==> config.mk <==
export PLATFORM = sky130hd
export DESIGN_NAME = pmbpn_cmd_regs
export DESIGN_NICKNAME = d
export VERILOG_FILES = /design/src/logic/pmbpn_pkg.sv /design/src/logic/pmbpn_write_gate.sv /design/src/logic/pmbpn_nvm_store.sv /design/src/logic/pmbpn_cmd_regs.sv
export VERILOG_INCLUDE_DIRS = /design/src /design/src/logic
export SDC_FILE = /design/constraint.sdc
export NUM_CORES = 1
export LEC_CHECK = 0
export BUFFER_PORTS_ARGS = -buffer_cell sky130_fd_sc_hd__buf_2
export CAP_MARGIN = 5
export CORE_UTILIZATION = 52
export DETAILED_ROUTE_END_ITERATION = 16
export PLACE_DENSITY = 0.72
export SLEW_MARGIN = 25
export SYNTH_ARGS = -nofsm -noshare
export SYNTH_HDL_FRONTEND = slang
export SYNTH_HIERARCHICAL = 1
export SYNTH_SLANG_ARGS = --single-unit
==> constraint.sdc <==
create_clock -name ref_clk -period 3.69 [get_ports ref_clk]
set_input_delay 0.369 -clock ref_clk [delete_from_list [all_inputs] [get_ports ref_clk]]
set_output_delay 0.369 -clock ref_clk [all_outputs]
set_load 0.1 [all_outputs]
==> src/logic/pmbpn_defines.svh <==
// constants for the protect / nvm / output-voltage command block
// assumes inclusion by bare name from every logic file that needs it
`ifndef PMBPN_DEFINES_SVH
`define PMBPN_DEFINES_SVH

`define PMBPN_CMD_OPERATION   8'h01
`define PMBPN_CMD_ON_OFF_CFG  8'h02
`define PMBPN_CMD_WRITE_LOCK  8'h10
`define PMBPN_CMD_SAVE        8'h11
`define PMBPN_CMD_RELOAD      8'h12
`define PMBPN_CMD_FEATURE     8'h19
`define PMBPN_CMD_FORMAT      8'h20
`define PMBPN_CMD_SETPOINT    8'h21
`define PMBPN_CMD_CEILING     8'h24
`define PMBPN_CMD_OC_FAULT    8'h46
`define PMBPN_CMD_OC_WARN     8'h4A

`define PMBPN_LOCK_ALL        8'h80
`define PMBPN_LOCK_OPER       8'h40
`define PMBPN_LOCK_CFG        8'h20
`define PMBPN_LOCK_NONE       8'h00
`define PMBPN_LOCK_KEEP_MASK  8'hE0

`define PMBPN_FEATURE_VALUE   8'hB0
`define PMBPN_FORMAT_MODE_VID 3'h1
`define PMBPN_FORMAT_PAR_T2   5'h02
`define PMBPN_FORMAT_PAR_T1   5'h01

`define PMBPN_CEILING_RESET   8'hFF
`define PMBPN_OC_QUARTER_SH   2

`define PMBPN_ITEM_SETPOINT   2'h0
`define PMBPN_ITEM_CEILING    2'h1
`define PMBPN_ITEM_OC_FAULT   2'h2
`define PMBPN_ITEM_OC_WARN    2'h3

`endif

==> src/logic/pmbpn_pkg.sv <==
// shared types for the protect / nvm / output-voltage command block
// assumes nothing beyond a SystemVerilog compiler
package pmbpn_pkg;

    typedef enum logic [1:0] {
        PMBPN_LVL_NONE,
        PMBPN_LVL_ALL,
        PMBPN_LVL_OPER,
        PMBPN_LVL_CFG
    } pmbpn_lock_e;

    typedef enum logic [2:0] {
        PMBPN_ST_IDLE,
        PMBPN_ST_SAVE,
        PMBPN_ST_LOAD_RD,
        PMBPN_ST_LOAD_WR,
        PMBPN_ST_POST
    } pmbpn_seq_e;

endpackage

==> src/logic/pmbpn_write_gate.sv <==
// write-lock decode: turns the lock byte and a command code into a permit
// assumes lock byte and code are stable on the same clock as the caller
`include "pmbpn_defines.svh"

module pmbpn_write_gate
    import pmbpn_pkg::*;
#(
    parameter bit CFG_LEVEL_ALLOWS_SETPOINT = 1'b0
) (
    input  wire logic [7:0] lock_byte,    // stored lock byte
    input  wire logic [7:0] code,         // command code being written
    output logic            permit,       // write may proceed
    output logic            lock_invalid  // lock byte holds an unusable pattern
);

    function automatic pmbpn_lock_e lock_level(input logic [7:0] b);
        unique case (b)
            `PMBPN_LOCK_ALL:  lock_level = PMBPN_LVL_ALL;
            `PMBPN_LOCK_OPER: lock_level = PMBPN_LVL_OPER;
            `PMBPN_LOCK_CFG:  lock_level = PMBPN_LVL_CFG;
            default:          lock_level = PMBPN_LVL_NONE;
        endcase
    endfunction

    pmbpn_lock_e level;

    always_comb begin
        level = lock_level(lock_byte);
        lock_invalid = (lock_byte != `PMBPN_LOCK_ALL) && (lock_byte != `PMBPN_LOCK_OPER)
                       && (lock_byte != `PMBPN_LOCK_CFG) && (lock_byte != `PMBPN_LOCK_NONE);
        unique case (level)
            PMBPN_LVL_ALL:  permit = (code == `PMBPN_CMD_WRITE_LOCK);
            PMBPN_LVL_OPER: permit = (code == `PMBPN_CMD_WRITE_LOCK)
                                     || (code == `PMBPN_CMD_OPERATION);
            // the two descriptions of this level disagree on the setpoint; a parameter picks
            PMBPN_LVL_CFG:  permit = (code == `PMBPN_CMD_WRITE_LOCK)
                                     || (code == `PMBPN_CMD_OPERATION)
                                     || (code == `PMBPN_CMD_ON_OFF_CFG)
                                     || (CFG_LEVEL_ALLOWS_SETPOINT
                                         && (code == `PMBPN_CMD_SETPOINT));
            // invalid patterns fall here too and protect nothing
            PMBPN_LVL_NONE: permit = 1'b1;
        endcase
    end

endmodule // pmbpn_write_gate

==> src/logic/pmbpn_nvm_store.sv <==
// nonvolatile default store model: synchronous write, registered read
// assumes contents survive reset; no reset clears the array
module pmbpn_nvm_store #(
    parameter int WIDTH = 16,
    parameter int DEPTH = 8,
    parameter int AW    = 3
) (
    input  wire logic             ref_clk,  // controller clock
    input  wire logic             wr_en,    // write strobe
    input  wire logic [AW-1:0]    wr_addr,  // write slot
    input  wire logic [WIDTH-1:0] wr_data,  // write word
    input  wire logic             rd_en,    // read strobe
    input  wire logic [AW-1:0]    rd_addr,  // read slot
    output logic      [WIDTH-1:0] rd_data   // word, one cycle after rd_en
);

    logic [WIDTH-1:0] mem [DEPTH];

    always_ff @(posedge ref_clk) begin
        if (wr_en) begin
            mem[wr_addr] <= wr_data;
        end
    end

    always_ff @(posedge ref_clk) begin
        if (rd_en) begin
            rd_data <= mem[rd_addr];
        end
    end

endmodule // pmbpn_nvm_store

==> src/logic/pmbpn_cmd_regs.sv <==
// command registers: write lock, save/reload to nvm, feature and format bytes,
// output-voltage setpoint with ceiling clamp
// assumes a serial-bus slave on ref_clk hands over one decoded command per cmd_stb
`include "pmbpn_defines.svh"

module pmbpn_cmd_regs
    import pmbpn_pkg::*;
#(
    parameter int NVM_DEPTH                 = 8,
    parameter int NVM_AW                    = 3,
    parameter int N_ITEMS                   = 4,
    parameter bit CFG_LEVEL_ALLOWS_SETPOINT = 1'b0
) (
    input  wire logic        ref_clk,                // controller clock, 50 MHz
    input  wire logic        rst,                    // synchronous reset, active high
    input  wire logic        cmd_stb,                // one-cycle command strobe
    input  wire logic        cmd_write,              // 1 write, 0 read
    input  wire logic [7:0]  cmd_code,               // command code
    input  wire logic [15:0] cmd_data,               // write data, low byte first on bus
    input  wire logic        clear_faults,           // one-cycle flag clear
    input  wire logic        slew_select_pin,        // table select pin, asynchronous
    input  wire logic        vendor_table_valid,     // vendor config overrides pin
    input  wire logic        vendor_table_sel,       // vendor config table choice
    input  wire logic [7:0]  maximum_current,        // maximum_current code
    input  wire logic [7:0]  boot_voltage,           // boot vid code
    output logic             rsp_stb,                // one-cycle answer strobe
    output logic [15:0]      rsp_data,               // read data
    output logic             rsp_rejected,           // write refused
    output logic             rsp_foreign,            // code not held here
    output logic             nvm_busy,               // save or reload in progress
    output logic [7:0]       setpoint_vid,           // clamped vid to regulation loop
    output logic [7:0]       output_voltage_ceiling, // ceiling vid
    output logic [15:0]      overcurrent_fault_limit,   // fault limit
    output logic [15:0]      overcurrent_warning_limit, // warning limit
    output logic             second_vid_table,       // 1 second table, 0 first
    output logic             communication_flag,     // sticky
    output logic             unsupported_data_flag,  // sticky
    output logic             output_voltage_ceiling_warning        // sticky
);

    logic [7:0]  write_lock_control;
    logic [7:0]  output_voltage_setpoint;
    logic        slew_meta;
    logic        slew_sync;
    logic        permit;
    logic        lock_invalid;
    pmbpn_seq_e  seq;
    logic [NVM_AW-1:0] idx;
    logic [NVM_AW-1:0] idx_d;
    logic        nvm_wr_en;
    logic        nvm_rd_en;
    logic [15:0] nvm_wr_data;
    logic [15:0] nvm_rd_data;
    logic        wr_req;
    logic        rd_req;
    logic        wr_ok;
    logic        wr_lock;
    logic        wr_setpoint;
    logic        wr_ceiling;
    logic        wr_oc_fault;
    logic        wr_oc_warn;
    logic        wr_readonly;
    logic        wr_seq_start;
    logic        set_cml;
    logic        set_usd;
    logic        set_vmax;
    logic        load_item;
    logic        post_save;
    logic [15:0] oc_fault_default;
    logic [15:0] next_rsp_data;

    function automatic logic is_held(input logic [7:0] c);
        is_held = (c == `PMBPN_CMD_WRITE_LOCK) || (c == `PMBPN_CMD_SAVE)
                  || (c == `PMBPN_CMD_RELOAD) || (c == `PMBPN_CMD_FEATURE)
                  || (c == `PMBPN_CMD_FORMAT) || (c == `PMBPN_CMD_SETPOINT)
                  || (c == `PMBPN_CMD_CEILING) || (c == `PMBPN_CMD_OC_FAULT)
                  || (c == `PMBPN_CMD_OC_WARN);
    endfunction

    // slot index -> true if that slot maps onto an operating item
    function automatic logic slot_matched(input logic [NVM_AW-1:0] s);
        slot_matched = (int'(s) < N_ITEMS);
    endfunction

    pmbpn_write_gate #(
        .CFG_LEVEL_ALLOWS_SETPOINT (CFG_LEVEL_ALLOWS_SETPOINT)
    ) u_gate (
        .lock_byte    (write_lock_control),
        .code         (cmd_code),
        .permit       (permit),
        .lock_invalid (lock_invalid)
    );

    pmbpn_nvm_store #(
        .WIDTH (16),
        .DEPTH (NVM_DEPTH),
        .AW    (NVM_AW)
    ) u_store (
        .ref_clk (ref_clk),
        .wr_en   (nvm_wr_en),
        .wr_addr (idx),
        .wr_data (nvm_wr_data),
        .rd_en   (nvm_rd_en),
        .rd_addr (idx),
        .rd_data (nvm_rd_data)
    );

    always_ff @(posedge ref_clk) begin
        slew_meta <= slew_select_pin;
        slew_sync <= slew_meta;
    end

    always_ff @(posedge ref_clk) begin
        if (rst) begin
            second_vid_table <= 1'b0;
        end else begin
            second_vid_table <= vendor_table_valid ? vendor_table_sel : slew_sync;
        end
    end

    // request decode; writes during a save or reload are refused whole
    always_comb begin
        wr_req       = cmd_stb && cmd_write;
        rd_req       = cmd_stb && !cmd_write;
        wr_ok        = wr_req && permit && (seq == PMBPN_ST_IDLE);
        wr_lock      = wr_ok && (cmd_code == `PMBPN_CMD_WRITE_LOCK);
        wr_setpoint  = wr_ok && (cmd_code == `PMBPN_CMD_SETPOINT);
        wr_ceiling   = wr_ok && (cmd_code == `PMBPN_CMD_CEILING);
        wr_oc_fault  = wr_ok && (cmd_code == `PMBPN_CMD_OC_FAULT);
        wr_oc_warn   = wr_ok && (cmd_code == `PMBPN_CMD_OC_WARN);
        wr_readonly  = wr_req && ((cmd_code == `PMBPN_CMD_FORMAT)
                                  || (cmd_code == `PMBPN_CMD_FEATURE));
        wr_seq_start = wr_ok && ((cmd_code == `PMBPN_CMD_SAVE)
                                 || (cmd_code == `PMBPN_CMD_RELOAD));
    end

    // flag sources; a new lock byte is judged as it is written
    always_comb begin
        set_usd  = wr_readonly
                   || (wr_lock && ((cmd_data[7:0] & `PMBPN_LOCK_KEEP_MASK) != cmd_data[7:0]))
                   || (wr_lock && (cmd_data[7:0] != `PMBPN_LOCK_ALL)
                       && (cmd_data[7:0] != `PMBPN_LOCK_OPER)
                       && (cmd_data[7:0] != `PMBPN_LOCK_CFG)
                       && (cmd_data[7:0] != `PMBPN_LOCK_NONE));
        set_cml  = set_usd || (wr_req && !wr_ok && is_held(cmd_code));
        set_vmax = wr_setpoint && (cmd_data[7:0] > output_voltage_ceiling);
    end

    always_ff @(posedge ref_clk) begin
        if (rst) begin
            write_lock_control <= `PMBPN_LOCK_NONE;
        end else if (wr_lock) begin
            // only the three level bits are kept
            write_lock_control <= cmd_data[7:0] & `PMBPN_LOCK_KEEP_MASK;
        end
    end

    // save / reload sequencer; save takes one item per cycle, reload two cycles per slot
    always_ff @(posedge ref_clk) begin
        if (rst) begin
            seq   <= PMBPN_ST_IDLE;
            idx   <= '0;
            idx_d <= '0;
        end else begin
            idx_d <= idx;
            unique case (seq)
                PMBPN_ST_IDLE: begin
                    idx <= '0;
                    if (wr_seq_start) begin
                        seq <= (cmd_code == `PMBPN_CMD_SAVE) ? PMBPN_ST_SAVE
                                                             : PMBPN_ST_LOAD_RD;
                    end
                end
                PMBPN_ST_SAVE: begin
                    if (int'(idx) == N_ITEMS - 1) begin
                        seq <= PMBPN_ST_POST;
                    end else begin
                        idx <= idx + 1'b1;
                    end
                end
                PMBPN_ST_LOAD_RD: begin
                    seq <= PMBPN_ST_LOAD_WR;
                end
                PMBPN_ST_LOAD_WR: begin
                    if (int'(idx) == NVM_DEPTH - 1) begin
                        seq <= PMBPN_ST_IDLE;
                    end else begin
                        idx <= idx + 1'b1;
                        seq <= PMBPN_ST_LOAD_RD;
                    end
                end
                PMBPN_ST_POST: begin
                    seq <= PMBPN_ST_IDLE;
                end
                default: begin
                    seq <= PMBPN_ST_IDLE;
                end
            endcase
        end
    end

    always_comb begin
        nvm_wr_en = (seq == PMBPN_ST_SAVE) && slot_matched(idx);
        nvm_rd_en = (seq == PMBPN_ST_LOAD_RD);
        unique case (idx[1:0])
            `PMBPN_ITEM_SETPOINT: nvm_wr_data = {8'h00, output_voltage_setpoint};
            `PMBPN_ITEM_CEILING:  nvm_wr_data = {8'h00, output_voltage_ceiling};
            `PMBPN_ITEM_OC_FAULT: nvm_wr_data = overcurrent_fault_limit;
            `PMBPN_ITEM_OC_WARN:  nvm_wr_data = overcurrent_warning_limit;
        endcase
        // stored slots with no operating item are simply dropped
        load_item = (seq == PMBPN_ST_LOAD_WR) && slot_matched(idx_d);
        post_save = (seq == PMBPN_ST_POST);
        oc_fault_default = {8'h00, maximum_current}
                           + {8'h00, maximum_current >> `PMBPN_OC_QUARTER_SH};
    end

    always_ff @(posedge ref_clk) begin
        if (rst) begin
            output_voltage_setpoint <= boot_voltage;
        end else if (post_save) begin
            output_voltage_setpoint <= boot_voltage;
        end else if (load_item && (idx_d[1:0] == `PMBPN_ITEM_SETPOINT)) begin
            output_voltage_setpoint <= nvm_rd_data[7:0];
        end else if (wr_setpoint) begin
            // above the ceiling the ceiling itself is taken
            output_voltage_setpoint <= set_vmax ? output_voltage_ceiling
                                                : cmd_data[7:0];
        end
    end

    always_ff @(posedge ref_clk) begin
        if (rst || post_save) begin
            output_voltage_ceiling <= `PMBPN_CEILING_RESET;
        end else if (load_item && (idx_d[1:0] == `PMBPN_ITEM_CEILING)) begin
            output_voltage_ceiling <= nvm_rd_data[7:0];
        end else if (wr_ceiling) begin
            output_voltage_ceiling <= cmd_data[7:0];
        end
    end

    always_ff @(posedge ref_clk) begin
        if (rst || post_save) begin
            overcurrent_fault_limit   <= oc_fault_default;
            overcurrent_warning_limit <= {8'h00, maximum_current};
        end else begin
            if (load_item && (idx_d[1:0] == `PMBPN_ITEM_OC_FAULT)) begin
                overcurrent_fault_limit <= nvm_rd_data;
            end else if (wr_oc_fault) begin
                overcurrent_fault_limit <= cmd_data;
            end
            if (load_item && (idx_d[1:0] == `PMBPN_ITEM_OC_WARN)) begin
                overcurrent_warning_limit <= nvm_rd_data;
            end else if (wr_oc_warn) begin
                overcurrent_warning_limit <= cmd_data;
            end
        end
    end

    // the ceiling may be lowered under a standing setpoint, so clamp again on the way out
    always_ff @(posedge ref_clk) begin
        if (rst) begin
            setpoint_vid <= '0;
        end else begin
            setpoint_vid <= (output_voltage_setpoint > output_voltage_ceiling)
                            ? output_voltage_ceiling : output_voltage_setpoint;
        end
    end

    always_ff @(posedge ref_clk) begin
        if (rst) begin
            nvm_busy <= 1'b0;
        end else begin
            nvm_busy <= wr_seq_start || ((seq != PMBPN_ST_IDLE)
                        && !(seq == PMBPN_ST_POST)
                        && !((seq == PMBPN_ST_LOAD_WR) && (int'(idx) == NVM_DEPTH - 1)));
        end
    end

    // sticky flags: a set in the clearing cycle wins
    always_ff @(posedge ref_clk) begin
        if (rst) begin
            communication_flag    <= 1'b0;
            unsupported_data_flag <= 1'b0;
            output_voltage_ceiling_warning      <= 1'b0;
        end else begin
            communication_flag    <= set_cml  || (communication_flag && !clear_faults);
            unsupported_data_flag <= set_usd  || (unsupported_data_flag && !clear_faults);
            output_voltage_ceiling_warning      <= set_vmax || (output_voltage_ceiling_warning && !clear_faults);
        end
    end

    always_comb begin
        next_rsp_data = '0;
        if (rd_req) begin
            unique case (cmd_code)
                `PMBPN_CMD_WRITE_LOCK: next_rsp_data = {8'h00, write_lock_control};
                `PMBPN_CMD_FEATURE:    next_rsp_data = {8'h00, `PMBPN_FEATURE_VALUE};
                `PMBPN_CMD_FORMAT:     next_rsp_data = {8'h00, `PMBPN_FORMAT_MODE_VID,
                                                        second_vid_table ? `PMBPN_FORMAT_PAR_T2
                                                                         : `PMBPN_FORMAT_PAR_T1};
                `PMBPN_CMD_SETPOINT:   next_rsp_data = {8'h00, output_voltage_setpoint};
                `PMBPN_CMD_CEILING:    next_rsp_data = {8'h00, output_voltage_ceiling};
                `PMBPN_CMD_OC_FAULT:   next_rsp_data = overcurrent_fault_limit;
                `PMBPN_CMD_OC_WARN:    next_rsp_data = overcurrent_warning_limit;
                default:               next_rsp_data = '0;
            endcase
        end
    end

    always_ff @(posedge ref_clk) begin
        if (rst) begin
            rsp_stb      <= 1'b0;
            rsp_data     <= '0;
            rsp_rejected <= 1'b0;
            rsp_foreign  <= 1'b0;
        end else begin
            rsp_stb      <= cmd_stb;
            rsp_data     <= next_rsp_data;
            rsp_rejected <= wr_req && (!wr_ok || wr_readonly);
            rsp_foreign  <= cmd_stb && !is_held(cmd_code);
        end
    end

endmodule // pmbpn_cmd_regs

# Yosys cells after proc, flatten, opt, wreduce, memory -nomap -nowiden
# Memories as Yosys holds them, arrays and structs flattened. A register that Yosys moved wholly into a read port is not among the register bits.
# Index checks and enable logic that the tools add are counted.
# W data, S select, Z words.
# totals
ram_bits	128
ff_bits	94
memories	1
# mem_list
memory	words	width	read_ports	rd_ports_with_merged_regs	wr	line	text
u_store.mem	8	16	1	1	1	pmbpn_nvm_store.sv:17	logic [WIDTH-1:0] mem [DEPTH];
# classes
mux	30
addsub	2
bitwise	1
n_reduce_logical	76
eq_ne	36
order_cmp	4
# op_table
operator	count
$pmux W16 S7	1
$mux W16	5
$mux W8	9
$pmux W16 S4	1
$logic_and A1 B1 Y1	33
$eq A8 B5 Y1 const B	4
$eq A8 B6 Y1 const B	3
$logic_or A1 B1 Y1	21
$eq A8 B7 Y1 const B	2
$gt A8 B8 Y1	2
$eq A2 B2 Y1 const B	6
$mux W3	4
$pmux W3 S4	1
$reduce_bool A3 Y1	4
$add A8 B6 Y9	1
$eq A3 B1 Y1 const B	3
$eq A3 B2 Y1 const B	3
$eq A3 B3 Y1 const B	3
$pmux W3 S3	1
$eq A8 B1 Y1 const B	1
$eq A8 B2 Y1 const B	1
$ne A2 B2 Y1 const B	4
$ne A8 B6 Y1 const B	1
$ne A8 B7 Y1 const B	1
19 further kinds	34

# Longest topological paths before layout
# depth
word_depth	14
ltp_mapped	12
mapped_depth_nobuf	10

# By module
# The synthesis kept the hierarchy.
# modules_own_cells
module	area_each_um2	n_inst	cells_each
pmbpn_nvm_store	5454.0	1	214
pmbpn_cmd_regs	5440.2	1	584
pmbpn_write_gate	113.9	1	19

# Least setup slack after synthesis
# No wires, ideal clock.
# synth_timing
path_kind	register to register
startpoint	reg output_voltage_ceiling[1]
endpoint	reg setpoint_vid[0]
t_required_ns	3.562
arrival_ns	2.745
setup_time_ns	0.128
n_path_buf	0
stages_incl_launch_ff	9
synth_period_minus_slack_ns	2.873
slack_ns	0.817
path_cell_list	dfxtp_1 -> inv_1 -> ha_1 -> nor2b_1 -> o211ai_1 -> a21oi_1 -> o22ai_1 -> mux2i_1 -> nor2_1
# synth_via
elab_chain_cells	2
# synth_rtl
item	line	text
start, declared	pmbpn_cmd_regs.sv:32	output logic [7:0] output_voltage_ceiling,
start signal, assigned	pmbpn_cmd_regs.sv:234	output_voltage_ceiling <= `PMBPN_CEILING_RESET;
start signal, assigned	pmbpn_cmd_regs.sv:236	output_voltage_ceiling <= nvm_rd_data[7:0];
start signal, assigned	pmbpn_cmd_regs.sv:238	output_voltage_ceiling <= cmd_data[7:0];
$gt A8 B8 Y1	pmbpn_cmd_regs.sv:265	setpoint_vid <= (output_voltage_setpoint > output_voltage_ceiling)
$mux W8	pmbpn_cmd_regs.sv:266	? output_voltage_ceiling : output_voltage_setpoint;
end signal, assigned	pmbpn_cmd_regs.sv:265	
end, declared	pmbpn_cmd_regs.sv:31	output logic [7:0] setpoint_vid,
# Every way passes these cells.
# A chain may end at the register's enable or synchronous reset.

# Worst setup path in the final report
# layout_timing
startpoint	reg write_lock_control[5]
endpoint	reg output_voltage_setpoint[0], data pin
# layout_via
elab_chain_cells	13
elab_cells_between_ends	18
cone_classes	6 x eq/ne; 7 x mux; 5 x reduce/logical
# layout_rtl
item	line	text
start, declared	pmbpn_cmd_regs.sv:41	logic [7:0] write_lock_control;
start signal, assigned	pmbpn_cmd_regs.sv:151	write_lock_control <= `PMBPN_LOCK_NONE;
start signal, assigned	pmbpn_cmd_regs.sv:154	write_lock_control <= cmd_data[7:0] & `PMBPN_LOCK_KEEP_MASK;
$eq A3 B1 Y1, or another cell as far along	pmbpn_write_gate.sv:17	unique case (b)
$pmux W2 S3 *	pmbpn_write_gate.sv:17	
$eq A2 B2 Y1, or another cell as far along	pmbpn_write_gate.sv:31	unique case (level)
$pmux W1 S4 *	pmbpn_write_gate.sv:31	
named net permit	pmbpn_cmd_regs.sv:45	logic permit;
$logic_and A1 B1 Y1 * (2 in a row)	pmbpn_cmd_regs.sv:125	wr_ok = wr_req && permit && (seq == PMBPN_ST_IDLE);
$logic_and A1 B1 Y1 *	pmbpn_cmd_regs.sv:127	wr_setpoint = wr_ok && (cmd_code == `PMBPN_CMD_SETPOINT);
$logic_and A1 B1 Y1 *	pmbpn_cmd_regs.sv:146	set_vmax = wr_setpoint && (cmd_data[7:0] > output_voltage_ceiling);
$mux W8 *	pmbpn_cmd_regs.sv:227	output_voltage_setpoint <= set_vmax ? output_voltage_ceiling
$mux W8 *	pmbpn_cmd_regs.sv:225	end else if (wr_setpoint) begin
$mux W8 *	pmbpn_cmd_regs.sv:223	end else if (load_item && (idx_d[1:0] == `PMBPN_ITEM_SETPOINT)) begin
$mux W8 *	pmbpn_cmd_regs.sv:221	end else if (post_save) begin
$mux W8 *	pmbpn_cmd_regs.sv:219	if (rst) begin
end signal, assigned	pmbpn_cmd_regs.sv:220	output_voltage_setpoint <= boot_voltage;
end signal, assigned	pmbpn_cmd_regs.sv:222	output_voltage_setpoint <= boot_voltage;
end signal, assigned	pmbpn_cmd_regs.sv:224	output_voltage_setpoint <= nvm_rd_data[7:0];
end, declared	pmbpn_cmd_regs.sv:42	logic [7:0] output_voltage_setpoint;
# The timed path passes the listed nets; every way through them passes the cells marked *. The select of a mux whose other input is x is not followed.

==> flow_results.xml <==
<?xml version="1.0" encoding="UTF-8"?>
<metrics>
  <group name="power_and_ir_drop">
    <metric name="ir_drop" unit="V">0.000376</metric>
    <metric name="p_sw_frac" unit="">0.236</metric>
    <metric name="comb_power_share" unit="">0.077</metric>
    <metric name="net-switching-power" unit="mW">1.41</metric>
    <metric name="power_report.internal_total" unit="mW">4.55</metric>
    <metric name="leakage_power" unit="nW">4.84</metric>
    <metric name="power.share.clock" unit="">0.430</metric>
    <metric name="seqPwrFrac" unit="">0.493</metric>
    <metric name="power-per-cell-area" unit="mW/mm²">463</metric>
  </group>
  <group name="die">
    <metric name="die_w" unit="µm">147</metric>
    <metric name="core" unit="mm²">0.0205</metric>
    <metric name="floorplan.rows" unit="">52</metric>
    <metric name="floorplan.initialDensity" unit="">0.537</metric>
    <metric name="fp.dieArea" unit="mm²">0.0217</metric>
    <metric name="die_h" unit="µm">147</metric>
    <metric name="i_o_pin_count" unit="">120</metric>
  </group>
  <group name="place">
    <metric name="hpwl" unit="mm">19.2</metric>
    <metric name="io_buffers" unit="">119</metric>
    <metric name="routabilityCongestion" unit="">0.932</metric>
  </group>
  <group name="route">
    <metric name="remaining_drc_errors" unit="">0</metric>
    <metric name="drt-initial-drc-count" unit="">854</metric>
    <metric name="postRouteWirelength" unit="mm">27.9</metric>
    <metric name="drtPass1Iterations" unit="">7</metric>
    <metric name="detailroute.via_count" unit="">7579</metric>
    <metric name="wl_per_cell" unit="µm">22.4</metric>
    <metric name="detail_route.vias_per_cell" unit="">6.08</metric>
    <metric name="ant_nets" unit="">0</metric>
  </group>
  <group name="critical_path">
    <metric name="required" unit="ns">3.95</metric>
    <metric name="critical-path-top-cell-by-count" unit="">a21oi_1</metric>
    <metric name="critical_path.cell_chain" unit="">xor2_1, and3_1, nor3_1, o21ai_1, nor4b_1, nor2b_1, o211ai_1, a21oi_1, buf_4, mux2i_1, a21oi_1</metric>
    <metric name="crit_family" unit="">simple AND/OR/NAND/NOR gates</metric>
    <metric name="worst_setup_path_start_kind" unit="">flop</metric>
    <metric name="worstSetupEndpointType" unit="">flop</metric>
    <metric name="arrival_time_of_the_worst_setup_path" unit="ns">3.36</metric>
    <metric name="crit_buf_inv" unit="">1</metric>
    <metric name="crit_slowest_cell" unit="">dfxtp_1</metric>
    <metric name="critPathMaxStageDelay" unit="ns">0.46</metric>
    <metric name="worstSetupPathType" unit="">reg2reg</metric>
    <metric name="crit_fanout" unit="">9</metric>
  </group>
  <group name="final_layout">
    <metric name="fin_util" unit="">0.628</metric>
    <metric name="antenna_cells" unit="">0</metric>
    <metric name="layout.cells.most_common" unit="">edfxtp_1</metric>
    <metric name="layout_area_overhead" unit="%">17.0</metric>
    <metric name="layout.cells.most_common_list" unit="">edfxtp_1, buf_2, mux2i_1</metric>
    <metric name="layout-drive-gt1-share" unit="">0.245</metric>
    <metric name="nets" unit="">1035</metric>
  </group>
  <group name="clock_tree">
    <metric name="cts_max_path_buffers" unit="">3</metric>
    <metric name="cts-root-buf" unit="">clkbuf_16</metric>
    <metric name="tritoncts" unit="">yes</metric>
    <metric name="cts_sinks" unit="">238</metric>
    <metric name="htree_num_levels" unit="">1</metric>
    <metric name="cts.clk_slew.worst_paths" unit="ns">0.06</metric>
    <metric name="cts_made_buffers" unit="">24</metric>
    <metric name="worst_skew_pair_later_pin_latency" unit="ns">0.52</metric>
    <metric name="cts_resized" unit="">0</metric>
  </group>
  <group name="global_route">
    <metric name="grt_start_max_net_pins" unit="">38</metric>
    <metric name="grt_pass1_vias" unit="">7283</metric>
    <metric name="gr-total-overflow" unit="">0</metric>
    <metric name="grt_first_pass_wirelength" unit="mm">42.4</metric>
    <metric name="globalRouteTotalUtil" unit="">0.258</metric>
    <metric name="grt_antenna_before_repair" unit="">0</metric>
  </group>
  <group name="timing">
    <metric name="setup_viol" unit="">0</metric>
    <metric name="timing.max_slew.rel_slack" unit="">0.302</metric>
    <metric name="timing.final.max_slew_violations" unit="">0</metric>
    <metric name="max_clk_rate" unit="MHz">323</metric>
    <metric name="period_share" unit="">0.840</metric>
    <metric name="clock_skew" unit="ns">0.00839</metric>
    <metric name="layout_min_cycle_time" unit="ns">3.10</metric>
    <metric name="finalHoldViolations" unit="">0</metric>
    <metric name="totalNegativeSetupSlack" unit="ns">0</metric>
    <metric name="worst-slew-pin-transition" unit="ns">1.05</metric>
    <metric name="setup_repair_after_global_routing_missed_its_margin" unit="">no</metric>
  </group>
  <group name="yosys">
    <metric name="syn_inst" unit="">815</metric>
    <metric name="synthesis.yosys.warnings" unit="">6</metric>
    <metric name="synth_area_per_inst" unit="µm²">13.5</metric>
    <metric name="syn_area" unit="mm²">0.0110</metric>
  </group>
  <group name="flow_run">
    <metric name="max_cap_viol_count" unit="">0</metric>
  </group>
  <group name="run_status">
    <metric name="run_status" unit="">completed</metric>
  </group>
  <group name="min_path">
    <metric name="hp-class" unit="">in2reg</metric>
  </group>
</metrics>
tightest hold or removal path: cells and delay by family:
kind / cells / cell delay, ns
buf+inv: 1 / 0.07
mux: 1 / 0.06
simple gates: 1 / 0.08
registers in the layout, summed over array words and instances, names as in the netlist, 3 cells and up:
name / cells
u_store/mem: 128
overcurrent_fault_limit: 16
overcurrent_warning_limit: 16
rsp_data: 16
u_store/rd_data: 16
output_voltage_ceiling: 8
output_voltage_setpoint: 8
setpoint_vid: 8
idx: 3
idx_d: 3
seq: 3
write_lock_control: 3
layer usage:
metal,GRT usage,up-vias,wire length [µm]
met1,0.353,3673,11500
met4,0.0985,0,963
met3,0.0392,73,2160
li1,-,3451,-
met2,0.418,382,13300
met5,0,-,0
path summary, 6_finish.rpt:
kind / slack, ns / startpoint / to / cells after the start
setup / recovery: 0.59 / write_lock_control[5] / output_voltage_setpoint[0] / 11
hold reg to reg: 0.33 / slew_meta / slew_sync / 0
setup reg to reg: 0.59 / write_lock_control[5] / output_voltage_setpoint[0] / 11
hold / removal: 0.10 / vendor_table_sel / second_vid_table / 3
stage by stage:
| step | instances | instance area, µm² | setup WS [ns] | hold slack, ns | total power, mW |
|---|---|---|---|---|---|
| floorplan | 821 | 11000 | 0.817 | 0.310 | 3.31 |
| detailed placement | 1201 | 12000 | 0.336 | 0.318 | 3.45 |
| finish | 1246 | 12900 | 0.590 | 0.103 | 5.96 |
| CTS | 1246 | 12900 | 0.632 | 0.0909 | 5.98 |
| global placement | 1201 | 12000 | 0.425 | 0.310 | 3.44 |
| global route | 1246 | 12900 | 0.338 | 0.133 | 6.11 |
power by group through the flow:
stage	sequential, mW	combinational [mW]	clock, mW
after global routing	2.94	0.486	2.68
after floorplan	3.17	0.141	0
final	2.94	0.458	2.56
after global placement	2.99	0.448	0
after detailed placement	2.99	0.452	0
after CTS	2.94	0.455	2.59
cell type report:
class	count	area, µm²
clock buffer	30	654
fill	1529	7620
inverter	28	105
tap	270	338
timing repair buffer	154	861
clock inverter	14	189
sequential	238	6530
multi-input combinational	512	4200
what timing repair did:
action / CTS / global route
endpoints found under the hold margin: 1 / 0
setup buffers: 0 / 0
hold buffers: 1 / 0
(Power assumes the default switching activity.)
